### src/common/armms_pkg.sv
`default_nettype none
package armms_pkg;
  // Clock and timing base
  localparam int CLK_PERIOD_NS = 25;
  localparam int EXT_CLK_NOM_KHZ = 12288;
  localparam int STARTUP_US = 10;
  localparam int STARTUP_CYC =
    (STARTUP_US * 1000 + CLK_PERIOD_NS - 1) / CLK_PERIOD_NS;
  localparam int SETTLE_MS = 1000;
  localparam int SETTLE_CYC_DEF = SETTLE_MS * (1000000 / CLK_PERIOD_NS);
  localparam int SOFT_US = 1000;
  localparam int SOFT_CYC_DEF =
    (SOFT_US * 1000 + CLK_PERIOD_NS - 1) / CLK_PERIOD_NS;
  localparam int SHORT_US = 100;
  localparam int SHORT_CYC_DEF =
    (SHORT_US * 1000 + CLK_PERIOD_NS - 1) / CLK_PERIOD_NS;

  // Register offsets
  localparam logic [3:0] ADDR_CTRL = 4'h0;
  localparam logic [3:0] ADDR_STATUS = 4'h4;
  localparam logic [3:0] ADDR_IRQ_STAT = 4'h8;
  localparam logic [3:0] ADDR_IRQ_MASK = 4'hC;

  // Field positions
  localparam int CTRL_FMUTE_BIT = 0;
  localparam int STAT_MONO_BIT = 3;
  localparam int STAT_OCN_BIT = 4;
  localparam int STAT_EARLY_BIT = 5;
  localparam int IRQ_W = 4;
  localparam int IRQ_START = 0;
  localparam int IRQ_RUN = 1;
  localparam int IRQ_OC = 2;
  localparam int IRQ_EARLY = 3;

  // Reset values
  localparam logic CTRL_FMUTE_RST = 1'h0;
  localparam logic [IRQ_W-1:0] IRQ_MASK_RST = 4'h0;

  // Modulator loop order
  localparam logic [2:0] ORDER_HIGH = 3'h7;
  localparam logic [2:0] ORDER_LOW = 3'h2;

  // AXI responses
  localparam logic [1:0] RESP_OKAY = 2'h0;
  localparam logic [1:0] RESP_SLVERR = 2'h2;

  typedef enum logic [2:0] {
    ST_RESET,
    ST_STARTUP,
    ST_MUTED,
    ST_SOFT,
    ST_RUN,
    ST_FAULT
  } armms_state_t;
endpackage
`default_nettype wire

### src/hw/armms_clkdiv.sv
`timescale 1ns/1ps
`default_nettype none
module armms_clkdiv
  import armms_pkg::*;
(
  input wire logic clk_i,
  input wire logic nrst_i,
  input wire logic ext_clk_i,
  input wire logic run_i,
  output logic sample_clk_o
);
  typedef struct packed {
    logic ext_prev;
    logic div;
  } armms_div_t;

  armms_div_t r;
  armms_div_t n;

  // Toggle per input clock rise gives half rate
  always_comb begin
    n = r;
    n.ext_prev = ext_clk_i;
    // RULE_11: halve input clock
    // RULE_12: any rate below half CLK_I works
    if (!run_i) begin
      n.div = 1'b0;
    end else if (ext_clk_i && !r.ext_prev) begin
      n.div = !r.div;
    end
  end

  always_ff @(posedge clk_i) begin
    if (!nrst_i) begin
      r <= '0;
    end else begin
      r <= n;
    end
  end

  assign sample_clk_o = r.div;

  property p_half_rate;
    @(posedge clk_i) disable iff (!nrst_i)
    run_i && ext_clk_i && !r.ext_prev |=>
      sample_clk_o != $past(sample_clk_o);
  endproperty
  a_half_rate: assert property (p_half_rate) // RULE_11
    else $error("sample clock missed an input edge");
endmodule
`default_nettype wire

### src/hw/armms_top.sv
// Contract
// RULE_01: While the amp reset pin is low the modulator is halted and both stages are tristated.
// RULE_02: Releasing the amp reset starts a start-up sequence before anything else.
// RULE_03: After start-up the modulator runs but the stages stay undriven until unmute.
// RULE_04: Unmute starts driving the stages through a soft-start phase.
// RULE_05: While mute is asserted the output transistors never switch.
// RULE_06: The host holds reset and mute low until supplies settle, then raises reset.
// RULE_07: The host should release mute at least one second after the reset rise.
// RULE_08: An early unmute still gives audio, through a shorter soft-start.
// RULE_09: Mono select is sampled at the reset rise; mono disables the right modulator.
// RULE_10: In mono the right feedback inputs are ignored.
// RULE_11: The sample clock runs at half the external input clock.
// RULE_12: The input clock may be 12.288 MHz nominal within ten percent.
// RULE_13: The loop is seventh order and drops to second order above threshold.
// RULE_14: Overcurrent enters an error state that stops output switching.
// RULE_15: The overcurrent error is shown by driving the error flag low.
// RULE_16: The latched mono value holds until the next amp reset.
`timescale 1ns/1ps
`default_nettype none
module armms_top
  import armms_pkg::*;
#(
  parameter int SETTLE_CYC = SETTLE_CYC_DEF,
  parameter int SOFT_CYC = SOFT_CYC_DEF,
  parameter int SHORT_CYC = SHORT_CYC_DEF
) (
  input wire logic CLK_I,
  input wire logic NRST_I,
  input wire logic [3:0] AWADDR_I,
  input wire logic AWVALID_I,
  output logic AWREADY_O,
  input wire logic [31:0] WDATA_I,
  input wire logic [3:0] WSTRB_I,
  input wire logic WVALID_I,
  output logic WREADY_O,
  output logic [1:0] BRESP_O,
  output logic BVALID_O,
  input wire logic BREADY_I,
  input wire logic [3:0] ARADDR_I,
  input wire logic ARVALID_I,
  output logic ARREADY_O,
  output logic [31:0] RDATA_O,
  output logic [1:0] RRESP_O,
  output logic RVALID_O,
  input wire logic RREADY_I,
  input wire logic AMP_RESET_N_I,
  input wire logic MUTE_N_I,
  input wire logic MONO_SEL_I,
  input wire logic EXT_CLK_I,
  input wire logic OVERCURRENT_I,
  input wire logic MOD_OVER_THRESH_I,
  input wire logic RIGHT_FEEDBACK_POS_I,
  input wire logic RIGHT_FEEDBACK_NEG_I,
  output logic MOD_RUN_O,
  output logic MOD_RIGHT_EN_O,
  output logic MONO_O,
  output logic [1:0] STAGE_OE_N_O,
  output logic SOFT_ACTIVE_O,
  output logic SAMPLE_CLK_O,
  output logic [2:0] MOD_ORDER_O,
  output logic RIGHT_FB_POS_O,
  output logic RIGHT_FB_NEG_O,
  output logic OVERCURRENT_FLAG_N_O,
  output logic IRQ_O
);
  localparam int CW = $clog2(SETTLE_CYC + SOFT_CYC + SHORT_CYC + 1);

  typedef struct packed {
    armms_state_t st;
    logic [CW-1:0] cnt;
    logic [CW-1:0] settle;
    logic amp_prev;
    logic mono;
    logic early;
    logic [2:0] order;
    logic fb_pos;
    logic fb_neg;
    logic fmute;
    logic [IRQ_W-1:0] irq_stat;
    logic [IRQ_W-1:0] irq_mask;
    logic aw_got;
    logic w_got;
    logic [3:0] awaddr;
    logic [31:0] wdata;
    logic wen0;
    logic bvalid;
    logic [1:0] bresp;
    logic rvalid;
    logic [31:0] rdata;
    logic [1:0] rresp;
  } armms_regs_t;

  localparam armms_regs_t REGS_RST = '{
    st: ST_RESET,
    order: ORDER_HIGH,
    fmute: CTRL_FMUTE_RST,
    irq_mask: IRQ_MASK_RST,
    default: '0
  };

  armms_regs_t r;
  armms_regs_t n;
  logic mute_act;
  logic go;
  logic early_now;
  logic settled;
  logic [IRQ_W-1:0] ev;
  logic [IRQ_W-1:0] clr;
  logic driving;

  // Mapped offsets, shared by read and write paths
  function automatic logic addr_ok(input logic [3:0] a);
    addr_ok = (a == ADDR_CTRL) || (a == ADDR_STATUS) ||
              (a == ADDR_IRQ_STAT) || (a == ADDR_IRQ_MASK);
  endfunction

  // Software mute and the mute pin each force mute; neither can unmute the other
  assign mute_act = !MUTE_N_I || r.fmute;
  assign go = AMP_RESET_N_I && !OVERCURRENT_I && !mute_act;
  assign settled = (r.settle == CW'(SETTLE_CYC));
  assign early_now = !settled;

  // Next state of sequencer, pins and register file
  always_comb begin
    n = r;
    ev = '0;
    clr = '0;
    n.amp_prev = AMP_RESET_N_I;
    // RULE_09: latch mono at reset rise
    // RULE_16: held until next rise only
    if (AMP_RESET_N_I && !r.amp_prev) begin
      n.mono = MONO_SEL_I;
    end
    // Time since reset rise, saturating
    if (!AMP_RESET_N_I) begin
      n.settle = '0;
    end else if (!settled) begin
      n.settle = r.settle + 1'b1;
    end
    // RULE_10: drop right feedback in mono
    n.fb_pos = !r.mono && RIGHT_FEEDBACK_POS_I;
    n.fb_neg = !r.mono && RIGHT_FEEDBACK_NEG_I;
    // RULE_13: order reduction above threshold
    n.order = MOD_OVER_THRESH_I ? ORDER_LOW : ORDER_HIGH;
    if (r.cnt != '0) begin
      n.cnt = r.cnt - 1'b1;
    end
    // RULE_01: reset pin forces quiet state
    if (!AMP_RESET_N_I) begin
      n.st = ST_RESET;
      n.early = 1'b0;
      n.cnt = '0;
    // RULE_14: overcurrent stops switching
    end else if (OVERCURRENT_I && r.st != ST_FAULT) begin
      n.st = ST_FAULT;
      ev[IRQ_OC] = 1'b1;
    end else begin
      unique case (r.st)
        // RULE_02: start-up after release
        ST_RESET: begin
          n.st = ST_STARTUP;
          n.cnt = CW'(STARTUP_CYC);
        end
        // RULE_03: wait muted after start-up
        ST_STARTUP: begin
          if (r.cnt == '0) begin
            n.st = ST_MUTED;
            ev[IRQ_START] = 1'b1;
          end
        end
        // RULE_04: unmute starts soft-start
        // RULE_08: early unmute uses short ramp
        ST_MUTED: begin
          if (!mute_act) begin
            n.st = ST_SOFT;
            n.early = early_now;
            n.cnt = early_now ? CW'(SHORT_CYC) : CW'(SOFT_CYC);
            ev[IRQ_EARLY] = early_now;
          end
        end
        // RULE_05: mute stops switching at once
        ST_SOFT: begin
          if (mute_act) begin
            n.st = ST_MUTED;
          end else if (r.cnt == '0) begin
            n.st = ST_RUN;
            ev[IRQ_RUN] = 1'b1;
          end
        end
        ST_RUN: begin
          if (mute_act) begin
            n.st = ST_MUTED;
          end
        end
        // Fault is left only through the reset pin
        ST_FAULT: begin
          n.st = ST_FAULT;
        end
        default: begin
          n.st = ST_RESET;
        end
      endcase
    end
    // Write channel: response drained before new items
    if (r.bvalid && BREADY_I) begin
      n.bvalid = 1'b0;
    end
    if (AWVALID_I && AWREADY_O) begin
      n.aw_got = 1'b1;
      n.awaddr = AWADDR_I;
    end
    if (WVALID_I && WREADY_O) begin
      n.w_got = 1'b1;
      n.wdata = WDATA_I;
      n.wen0 = WSTRB_I[0];
    end
    if (r.aw_got && r.w_got) begin
      n.aw_got = 1'b0;
      n.w_got = 1'b0;
      n.bvalid = 1'b1;
      n.bresp = addr_ok(r.awaddr) ? RESP_OKAY : RESP_SLVERR;
      if (r.wen0 && r.awaddr == ADDR_CTRL) begin
        n.fmute = r.wdata[CTRL_FMUTE_BIT];
      end
      if (r.wen0 && r.awaddr == ADDR_IRQ_STAT) begin
        clr = r.wdata[IRQ_W-1:0];
      end
      if (r.wen0 && r.awaddr == ADDR_IRQ_MASK) begin
        n.irq_mask = r.wdata[IRQ_W-1:0];
      end
    end
    // Sticky events: a new event beats a same-cycle clear
    n.irq_stat = (r.irq_stat & ~clr) | ev;
    // Read channel, one cycle latency
    if (r.rvalid && RREADY_I) begin
      n.rvalid = 1'b0;
    end
    if (ARVALID_I && ARREADY_O) begin
      n.rvalid = 1'b1;
      n.rresp = addr_ok(ARADDR_I) ? RESP_OKAY : RESP_SLVERR;
      n.rdata = '0;
      unique case (ARADDR_I)
        ADDR_CTRL: n.rdata[CTRL_FMUTE_BIT] = r.fmute;
        ADDR_STATUS: begin
          n.rdata[2:0] = r.st;
          n.rdata[STAT_MONO_BIT] = r.mono;
          n.rdata[STAT_OCN_BIT] = r.st != ST_FAULT;
          n.rdata[STAT_EARLY_BIT] = r.early;
        end
        ADDR_IRQ_STAT: n.rdata[IRQ_W-1:0] = r.irq_stat;
        ADDR_IRQ_MASK: n.rdata[IRQ_W-1:0] = r.irq_mask;
        default: n.rdata = '0;
      endcase
    end
  end

  always_ff @(posedge CLK_I) begin
    if (!NRST_I) begin
      r <= REGS_RST;
    end else begin
      r <= n;
    end
  end

  // Half-rate sample clock, stopped while halted
  armms_clkdiv armms_clkdiv_i (
    .clk_i(CLK_I),
    .nrst_i(NRST_I),
    .ext_clk_i(EXT_CLK_I),
    .run_i(MOD_RUN_O),
    .sample_clk_o(SAMPLE_CLK_O)
  );

  // Bus handshakes, one transaction in flight per channel
  assign AWREADY_O = !r.aw_got && !r.bvalid;
  assign WREADY_O = !r.w_got && !r.bvalid;
  assign BVALID_O = r.bvalid;
  assign BRESP_O = r.bresp;
  assign ARREADY_O = !r.rvalid;
  assign RVALID_O = r.rvalid;
  assign RDATA_O = r.rdata;
  assign RRESP_O = r.rresp;

  // Pin decode from state flops
  assign driving = (r.st == ST_SOFT) || (r.st == ST_RUN);
  assign MOD_RUN_O = (r.st == ST_MUTED) || driving || (r.st == ST_FAULT);
  assign MOD_RIGHT_EN_O = MOD_RUN_O && !r.mono;
  assign MONO_O = r.mono;
  // Mono still drives both stages, from the left loop
  assign STAGE_OE_N_O = driving ? 2'h0 : 2'h3;
  assign SOFT_ACTIVE_O = (r.st == ST_SOFT);
  assign MOD_ORDER_O = r.order;
  assign RIGHT_FB_POS_O = r.fb_pos;
  assign RIGHT_FB_NEG_O = r.fb_neg;
  // RULE_15: flag low in error state
  assign OVERCURRENT_FLAG_N_O = (r.st != ST_FAULT);
  assign IRQ_O = |(r.irq_stat & r.irq_mask);

  property p_reset_quiet;
    @(posedge CLK_I) disable iff (!NRST_I)
    !AMP_RESET_N_I |=> STAGE_OE_N_O == 2'h3 && !MOD_RUN_O;
  endproperty
  a_reset_quiet: assert property (p_reset_quiet) // RULE_01
    else $error("stage active while amp reset low");

  property p_startup;
    @(posedge CLK_I) disable iff (!NRST_I)
    $rose(AMP_RESET_N_I) && !OVERCURRENT_I |=>
      r.st == ST_STARTUP ##1 r.cnt == CW'(STARTUP_CYC) - 1'b1;
  endproperty
  a_startup: assert property (p_startup) // RULE_02
    else $error("start-up not begun after reset release");

  property p_muted_idle;
    @(posedge CLK_I) disable iff (!NRST_I)
    r.st == ST_MUTED |-> MOD_RUN_O && STAGE_OE_N_O == 2'h3;
  endproperty
  a_muted_idle: assert property (p_muted_idle) // RULE_03
    else $error("muted state drives stages or halts loop");

  property p_unmute;
    @(posedge CLK_I) disable iff (!NRST_I)
    r.st == ST_MUTED && go |=> SOFT_ACTIVE_O && STAGE_OE_N_O == 2'h0;
  endproperty
  a_unmute: assert property (p_unmute) // RULE_04
    else $error("unmute did not start soft-start");

  property p_mute_hold;
    @(posedge CLK_I) disable iff (!NRST_I)
    !MUTE_N_I |=> STAGE_OE_N_O == 2'h3;
  endproperty
  a_mute_hold: assert property (p_mute_hold) // RULE_05
    else $error("stage driven while mute asserted");

  property p_early;
    @(posedge CLK_I) disable iff (!NRST_I)
    r.st == ST_MUTED && go && !settled |=>
      r.early && r.cnt == CW'(SHORT_CYC);
  endproperty
  a_early: assert property (p_early) // RULE_08
    else $error("early unmute did not pick short ramp");

  property p_mono_latch;
    @(posedge CLK_I) disable iff (!NRST_I)
    AMP_RESET_N_I && !r.amp_prev |=> MONO_O == $past(MONO_SEL_I);
  endproperty
  a_mono_latch: assert property (p_mono_latch) // RULE_09
    else $error("mono select not latched at reset rise");

  property p_mono_hold;
    @(posedge CLK_I) disable iff (!NRST_I)
    AMP_RESET_N_I && $past(AMP_RESET_N_I) && $past(AMP_RESET_N_I, 2)
      |-> $stable(MONO_O);
  endproperty
  a_mono_hold: assert property (p_mono_hold) // RULE_16
    else $error("mono changed while out of reset");

  property p_mono_fb;
    @(posedge CLK_I) disable iff (!NRST_I)
    MONO_O |=> !RIGHT_FB_POS_O && !RIGHT_FB_NEG_O && !MOD_RIGHT_EN_O;
  endproperty
  a_mono_fb: assert property (p_mono_fb) // RULE_10
    else $error("right loop active in mono");

  property p_order;
    @(posedge CLK_I) disable iff (!NRST_I)
    MOD_OVER_THRESH_I |=> MOD_ORDER_O == ORDER_LOW;
  endproperty
  a_order: assert property (p_order) // RULE_13
    else $error("order not reduced above threshold");

  property p_overcurrent;
    @(posedge CLK_I) disable iff (!NRST_I)
    AMP_RESET_N_I && OVERCURRENT_I ##1 AMP_RESET_N_I |->
      (!OVERCURRENT_FLAG_N_O && STAGE_OE_N_O == 2'h3) [*2];
  endproperty
  a_overcurrent: assert property (p_overcurrent) // RULE_14
    else $error("overcurrent did not stop switching");
endmodule
`default_nettype wire

### config.mk
export PLATFORM = sky130hd
export DESIGN_NAME = armms_top
export DESIGN_NICKNAME = d
export VERILOG_FILES = /design/src/common/armms_pkg.sv /design/src/hw/armms_clkdiv.sv /design/src/hw/armms_top.sv
export SDC_FILE = /design/constraint.sdc
export NUM_CORES = 1
export LEC_CHECK = 0
export ABC_AREA = 1
export BUFFER_PORTS_ARGS = -buffer_cell sky130_fd_sc_hd__clkbuf_2
export CAP_MARGIN = 20
export CORE_AREA = 2 2 117 119
export CTS_BUF_LIST = sky130_fd_sc_hd__clkbuf_4 sky130_fd_sc_hd__clkbuf_8
export DETAILED_ROUTE_END_ITERATION = 6
export DIE_AREA = 0 0 119 121
export PLACE_DENSITY_LB_ADDON = 0.12
export SKIP_CTS_REPAIR_TIMING = 1
export SLEW_MARGIN = 20
export SYNTH_ARGS = -nofsm -noshare
export SYNTH_HDL_FRONTEND = slang
export SYNTH_SLANG_ARGS = --single-unit
### constraint.sdc
create_clock -name CLK_I -period 2 [get_ports CLK_I]
set_clock_uncertainty 0.05 [all_clocks]
set_input_delay 0.4 -clock CLK_I [delete_from_list [all_inputs] [get_ports CLK_I]]
set_output_delay 0.4 -clock CLK_I [all_outputs]
set_load 0.01 [all_outputs]
==> summary.md, run 1 <==
| Metric | Value |
|---|---|
| Final core occ | 43.6% |
| Share of post-route cells with drive strength above 1 | 15.2% |
| CTS Buffer Depth | 2 |
| Grt total ovfl | 0 |
| Main area contributors after synthesis | dfxtp_1 36%, nand2_1 13%, nor2_1 8.5%, inv_1 5.9%, buf_4 5.8% |
| Die width | 119 µm |
| CP Launch Type | register |
| Initial core utilization | 39.4% |
| Cell Count, Final, Fillers Out | 1003 |
| Antenna Violating Nets Remaining | 0 |
| Num ports | 114 |
| Final min period | 1.88 ns |
| DIE AREA | 14400 µm² |
| Register area share after synthesis | 36.1% |
| Leakage power | 2.54 nW |
| Metal2 WL | 5650 µm |
| Slowest Stage Delay on Critical Path | 0.39 ns |
| Worst-path cell chain | ha_1 > inv_1 > nor2_1 > clkbuf_2 |
| Total core area | 13100 µm² |
| ANT cells | 0 |
| Arrival @ worst endpoint | 1.43 ns |
| Hold slack | 0.117 ns |
| Period utilization | 94.2% |
| Area growth, synth to finish | 10.7% |
| TritonRoute pass-1 iters | 5 |
| Die H | 121 µm |
| Post-synth EDFFs | 0 |
| Worst-Skew Late Latency | 0.38 ns |
| RSZ-0062 raised after global routing | no |
| GRT Util Overall | 17.7% |
| Root Driver | clkbuf_8 |
| CP endpoint kind | output pin |
| Hold Path Class | input port to register |
| First-pass GRT wire length | 20800 µm |
| Max VDD drop | 0.624 mV |
| Final Hold Viols | 0 |
| Outcome | completed |
| Layout Nets | 885 |
| Share of the synthesized area in the top cell type | 36.1% |
| WL met1 | 5980 µm |
| Yosys warnings | 0 |
| Async set-reset flop share out of synthesis | 0% |
| DR WL/cell | 12.1 µm |
| Fill cell count | 1387 |
| Seq. cell area | 1860 µm² |
| CTS Buf Count | 9 |
| Post-route design area | 5700 µm² |
| PD cells | 1330 nW/µm² |
| Max-cap check violation count | 0 |
| CTS clk-pin slew, worst paths | 0.10 ns |
| Most common cell in the netlist | nand2_1 |
| Initial antenna violation count | 0 |
| Family with the most delay on the worst path | flip-flops |
| # setup viols final | 0 |
| Initial DRC count | 298 |
| DRC | 0 |
| Dpl cells | 986 |
| Met3 WL | 340 µm |
| Netlist cell types | 41 |
| Final Routed Wirelength | 12100 µm |
| Synthesized flop and latch total | 93 |
| CTS tree | done |
| Via count | 4742 |
| Syn Std Cell Area | 5150 µm² |
| Worst path bufs/invs | 2 |
| Post-DP HPWL | 9520 µm |
| Largest net degree at the start of global routing | 21 |
| Synthesized instance count | 767 |
| Vias in the first global route | 4414 |
| H-tree levels | 3 |
| Top_reg_cell synth | dfxtp_1 |
| Clock sink total | 93 |
| Slowest CP cell | dfxtp_2 |
| Max Fclk | 531 MHz |
| Port Buffers | 53 |
| Setup CP Type | register to output pin |
| Uppermost layer routed | met4 |
| Rows | 42 |
| Critical path peak fanout | 8 |
| Via/cell ratio | 4.73 |
| Mean cell area of the mapped netlist | 6.72 µm² |
| DP Area | 5470 µm² |
| Area occupied by multi-input gates | 2690 µm² |
| Slew Limit Fails | 0 |
| Post-synth top cells | 179 x nand2_1, 117 x nor2_1, 93 x dfxtp_1, 81 x inv_1, 59 x a21oi_1 |
| Synth area leader | dfxtp_1 |
| Required @ worst endpoint | 1.55 ns |
| Routability cong. | 0.879 |
[state kept, by name, indices dropped and copies added, names as in the netlist]
name	count
BRESP_O	1
BVALID_O	1
MOD_ORDER_O	1
MONO_O	1
RDATA_O	6
RIGHT_FB_NEG_O	1
RIGHT_FB_POS_O	1
RRESP_O	1
RVALID_O	1
armms_clkdiv_i.r	1
armms_clkdiv_i.sample_clk_o	1
r	77
[cell usage in the layout, fill, tap and decap left out, types with 11 or more instances in the layout]
cell / netlist / layout
a21oi_1: 59 / 59
buf_4: 40 / 14
clkbuf_2: 0 / 53
conb_1: 2 / 29
dfxtp_1: 93 / 91
inv_1: 81 / 81
nand2_1: 179 / 179
nand3_1: 39 / 39
nor2_1: 117 / 117
nor3_1: 16 / 16
o21ai_0: 37 / 37
xor2_1: 11 / 11
[metrics by stage]
stage                     setup TNS, ns  worst slack (ns)  power, mW
after floorplan                       0             0.426       5.48
after global placement                0             0.283       6.20
after detailed placement              0             0.242       6.23
after CTS                       -0.0315           -0.0315       7.69
after global routing                  0            0.0156       8.32
final                                 0             0.117       7.61
[area by class of cell]
type / instances / area share [%]
clock buffer: 9 / 2.17
clock inverter: 7 / 1.71
tap: 176 / 3.86
inverter: 90 / 5.92
sequential: 93 / 32.7
timing repair buffer: 67 / 6.49
multi-input combinational: 561 / 47.2
[routing by layer]
layer	vias to the layer above	track usage, %
met5	-	0
met4	0	6.47
met1	2172	23.9
met3	11	2.68
met2	75	28.9
li1	2484	-
[worst paths after layout]
path,from,to,slack (ns),cells after the start
hold / removal,MOD_OVER_THRESH_I,MOD_ORDER_O[0],0.12,2
setup / recovery,r[148],MOD_RIGHT_EN_O,0.12,4
setup reg to reg,r[120],r[125],0.26,11
hold reg to reg,r[120],r[120],0.41,1
[logic make-up after synthesis]
| group | count (synthesis) | share of synthesized area [%] |
|---|---|---|
| simple gates | 394 | 33.6 |
| buf+inv | 140 | 13.6 |
| compound gates | 114 | 12.1 |
| flops | 93 | 36.1 |
| xor+xnor | 20 | 3.40 |
| fa+ha+maj | 4 | 0.971 |
| other cells | 2 | 0.146 |
[power breakdown]
group | internal (mW) | switching, mW
clock network | 0.713 | 0.727
logic | 1.42 | 2.47
registers | 2.09 | 0.200
Power figures use the tool's default switching activity.
==> run 2: changes to the inputs <==
- RECOVER_POWER: not set -> 50
- clock period: 2 -> 2.3 ns (I/O delays scaled with it)
==> run 2 against run 1 <==
Against the previous run:
- design area shrank 2.0%
- via count is 1.2% lower
- first-iteration DRC count fell by 14%
==> summary.md, run 2 (same netlist as run 1, synthesis figures left out) <==
| Metric | Value |
|---|---|
| Root Driver | clkbuf_8 (unchanged) |
| Final Hold Viols | 0 (unchanged) |
| DP Area | 5420 µm² (was 5470 µm²) |
| Slowest CP cell | dfxtp_1 (was dfxtp_2) |
| Required @ worst endpoint | 1.79 ns (was 1.55 ns) |
| Worst-path cell chain | ha_1 > inv_1 > nor2_1 > clkbuf_2 (unchanged) |
| Worst-Margin Slew | 1.00 ns |
| Post-route design area | 5590 µm² (was 5700 µm²) |
| Initial antenna violation count | 0 (unchanged) |
| Hold Path Class | input port to register (unchanged) |
| DR WL/cell | 12.3 µm (was 12.1 µm) |
| GR peak layer | met2 (unchanged) |
| H-tree levels | 3 (unchanged) |
| Setup CP Type | register to output pin (unchanged) |
| Outcome | completed (unchanged) |
| First-pass GRT wire length | 20800 µm (about the same) |
| Met3 Usage GRT | 4.51% (was 2.68%) |
| Port Buffers | 53 (unchanged) |
| Initial DRC count | 257 (was 298) |
| Final Routed Wirelength | 12200 µm (was 12100 µm) |
| R2r startpoint | r[120] (unchanged) |
| R2r endpoint | r[125] (unchanged) |
| Vias in the first global route | 4442 (was 4414) |
| R2R depth | 11 (unchanged) |
| Switching fraction of total power | 44.8% (was 44.6%) |
| Leakage power | 2.43 nW (was 2.54 nW) |
| Max reg flops | 77 (unchanged) |
| DIE AREA | 14400 µm² (unchanged) |
| Area growth, synth to finish | 8.47% (was 10.7%) |
| Final min period | 2.08 ns |
| Rows | 42 (unchanged) |
| Layout Nets | 877 (was 885) |
| DRC | 0 (unchanged) |
| Hold Crit Start | MOD_OVER_THRESH_I (unchanged) |
| Worst Hold Depth | 2 (unchanged) |
| Max_slew headroom | 33.1% |
| GRT Util Overall | 17.8% (was 17.7%) |
| ANT cells | 0 (unchanged) |
| CP endpoint kind | output pin (unchanged) |
| CP Depth | 4 (unchanged) |
| Period utilization | 90.2% |
| Largest net degree at the start of global routing | 26 (was 21) |
| Via count | 4684 (was 4742) |
| PD cells | 1170 nW/µm² (was 1330 nW/µm²) |
| Flop-to-flop setup slack | 0.33 ns (was 0.26 ns) |
| TritonRoute pass-1 iters | 5 (unchanged) |
| Hold slack | 0.182 ns (was 0.117 ns) |
| Routability cong. | 0.873 (was 0.879) |
| Commonest non-fill, non-tap cells in the layout | 179 x nand2_1, 118 x nor2_1, 93 x dfxtp_1 (was 179 x nand2_1, 117 x nor2_1, 91 x dfxtp_1) |
| Die H | 121 µm (unchanged) |
| CTS Buf Count | 9 (unchanged) |
| Max VDD drop | 0.576 mV (was 0.624 mV) |
| CTS tree | done (unchanged) |
| # setup viols final | 0 (unchanged) |
| CTS Buffer Depth | 2 (unchanged) |
| Sequential share of power | 30.4% (was 30.1%) |
| Setup TNS | 0 ns (unchanged) |
| Most common cell after layout, fill and taps aside | nand2_1 (unchanged) |
| Critical path peak fanout | 8 (unchanged) |
| Gate power share | 50.4% (was 51.0%) |
| Via/cell ratio | 4.71 (was 4.73) |
| Post-DP HPWL | 9550 µm (was 9520 µm) |
| Clock Power Share | 19.1% (was 18.9%) |
| Largest Register | r (unchanged) |
| Max-cap check violation count | 0 (unchanged) |
| Grt total ovfl | 0 (unchanged) |
| Antenna Violating Nets Remaining | 0 (unchanged) |
| Met1 Usage GRT | 23.3% (was 23.9%) |
| Share of post-route cells with drive strength above 1 | 11.0% (was 15.2%) |
| CP Launch Type | register (unchanged) |
| Max Fclk | 482 MHz |
| Die width | 119 µm (unchanged) |
| Family with the most delay on the worst path | flip-flops (unchanged) |
| RSZ-0062 raised after global routing | no (unchanged) |
| Hold EP | MOD_ORDER_O[0] (unchanged) |
| Internal power | 3.61 mW (was 4.22 mW) |
| Worst path bufs/invs | 2 (unchanged) |
| Worst-Skew Late Latency | 0.38 ns (about the same) |
| Slowest Stage Delay on Critical Path | 0.56 ns (was 0.39 ns) |
| Initial core utilization | 39.4% (unchanged) |
| Num ports | 114 (unchanged) |
| Arrival @ worst endpoint | 1.57 ns (was 1.43 ns) |
| CTS clk-pin slew, worst paths | 0.09 ns (was 0.10 ns) |
| Total core area | 13100 µm² (unchanged) |
| Clock sink total | 93 (unchanged) |
| Slew Limit Fails | 0 (unchanged) |
| P_sw | 2.93 mW (was 3.39 mW) |
| Met2 usage | 29.6% (was 28.9%) |
-- run 2: changes by cell type in the layout (fill, tap and decap cells not counted), sizes merged --
cell | previous run | this run
buf | 14 | 3
clkbuf | 62 | 66
clkinv | 4 | 3
clkinvlp | 1 | 0
-- run 2: how the worst max path moves through the flow --
stage,slack (ns),startpoint,to
5_1_grt,0.11,r[120],r[125]
3_5_place_dp,0.34,r[120],r[125]
4_1_cts,0.20,r[148],MOD_RIGHT_EN_O
2_1_floorplan,0.73,r[120],r[147]
3_3_place_gp,0.37,r[120],r[125]
6_report,0.22,r[148],MOD_RIGHT_EN_O
-- run 2: through the flow --
step                      worst slack (ns)  std cells  power (mW)  utilization (%)
after detailed placement             0.336        979        5.33             41.4
final                                0.225        994        6.54             42.7
after global placement               0.369        979        5.29             41.4
after global routing                 0.114        994        7.19             42.7
after floorplan                      0.726        794        4.77                -
after CTS                            0.204        994        6.60             43.1
-- run 2: power groups by stage --
stage	clock network (mW)	logic, mW	registers, mW
after detailed placement	0	3.31	2.03
final	1.25	3.30	1.99
after floorplan	0	2.79	1.98
after global placement	0	3.27	2.02
after global routing	1.36	3.81	2.02
after CTS	1.29	3.33	1.99
-- run 2: worst register-to-register path, delay by kind of cell (launching register included) --
family                   cells  cell delay, ns
AO/OA/AOI/OAI                1            0.12
flip-flops                   1            0.33
adder cells (fa/ha/maj)      1            0.29
buffers and inverters        3            0.41
AND/OR/NAND/NOR              6            0.70
-- run 2: cell type report --
class                           count  area, µm²
Multi-Input combinational cell    561       2670
Fill cell                        1452       7500
Timing Repair Buffer               59        277
Clock inverter                      5       82.6
Clock buffer                       10        138
Inverter                           90        338
Sequential cell                    93       1860
Tap cell                          176        220
-- run 2: metal layers --
| metal | wire, µm | vias up |
|---|---|---|
| met2 | 5790 | 82 |
| met4 | 96 | 0 |
| met1 | 5870 | 2133 |
| li1 | - | 2462 |
| met5 | 0 | - |
| met3 | 454 | 7 |
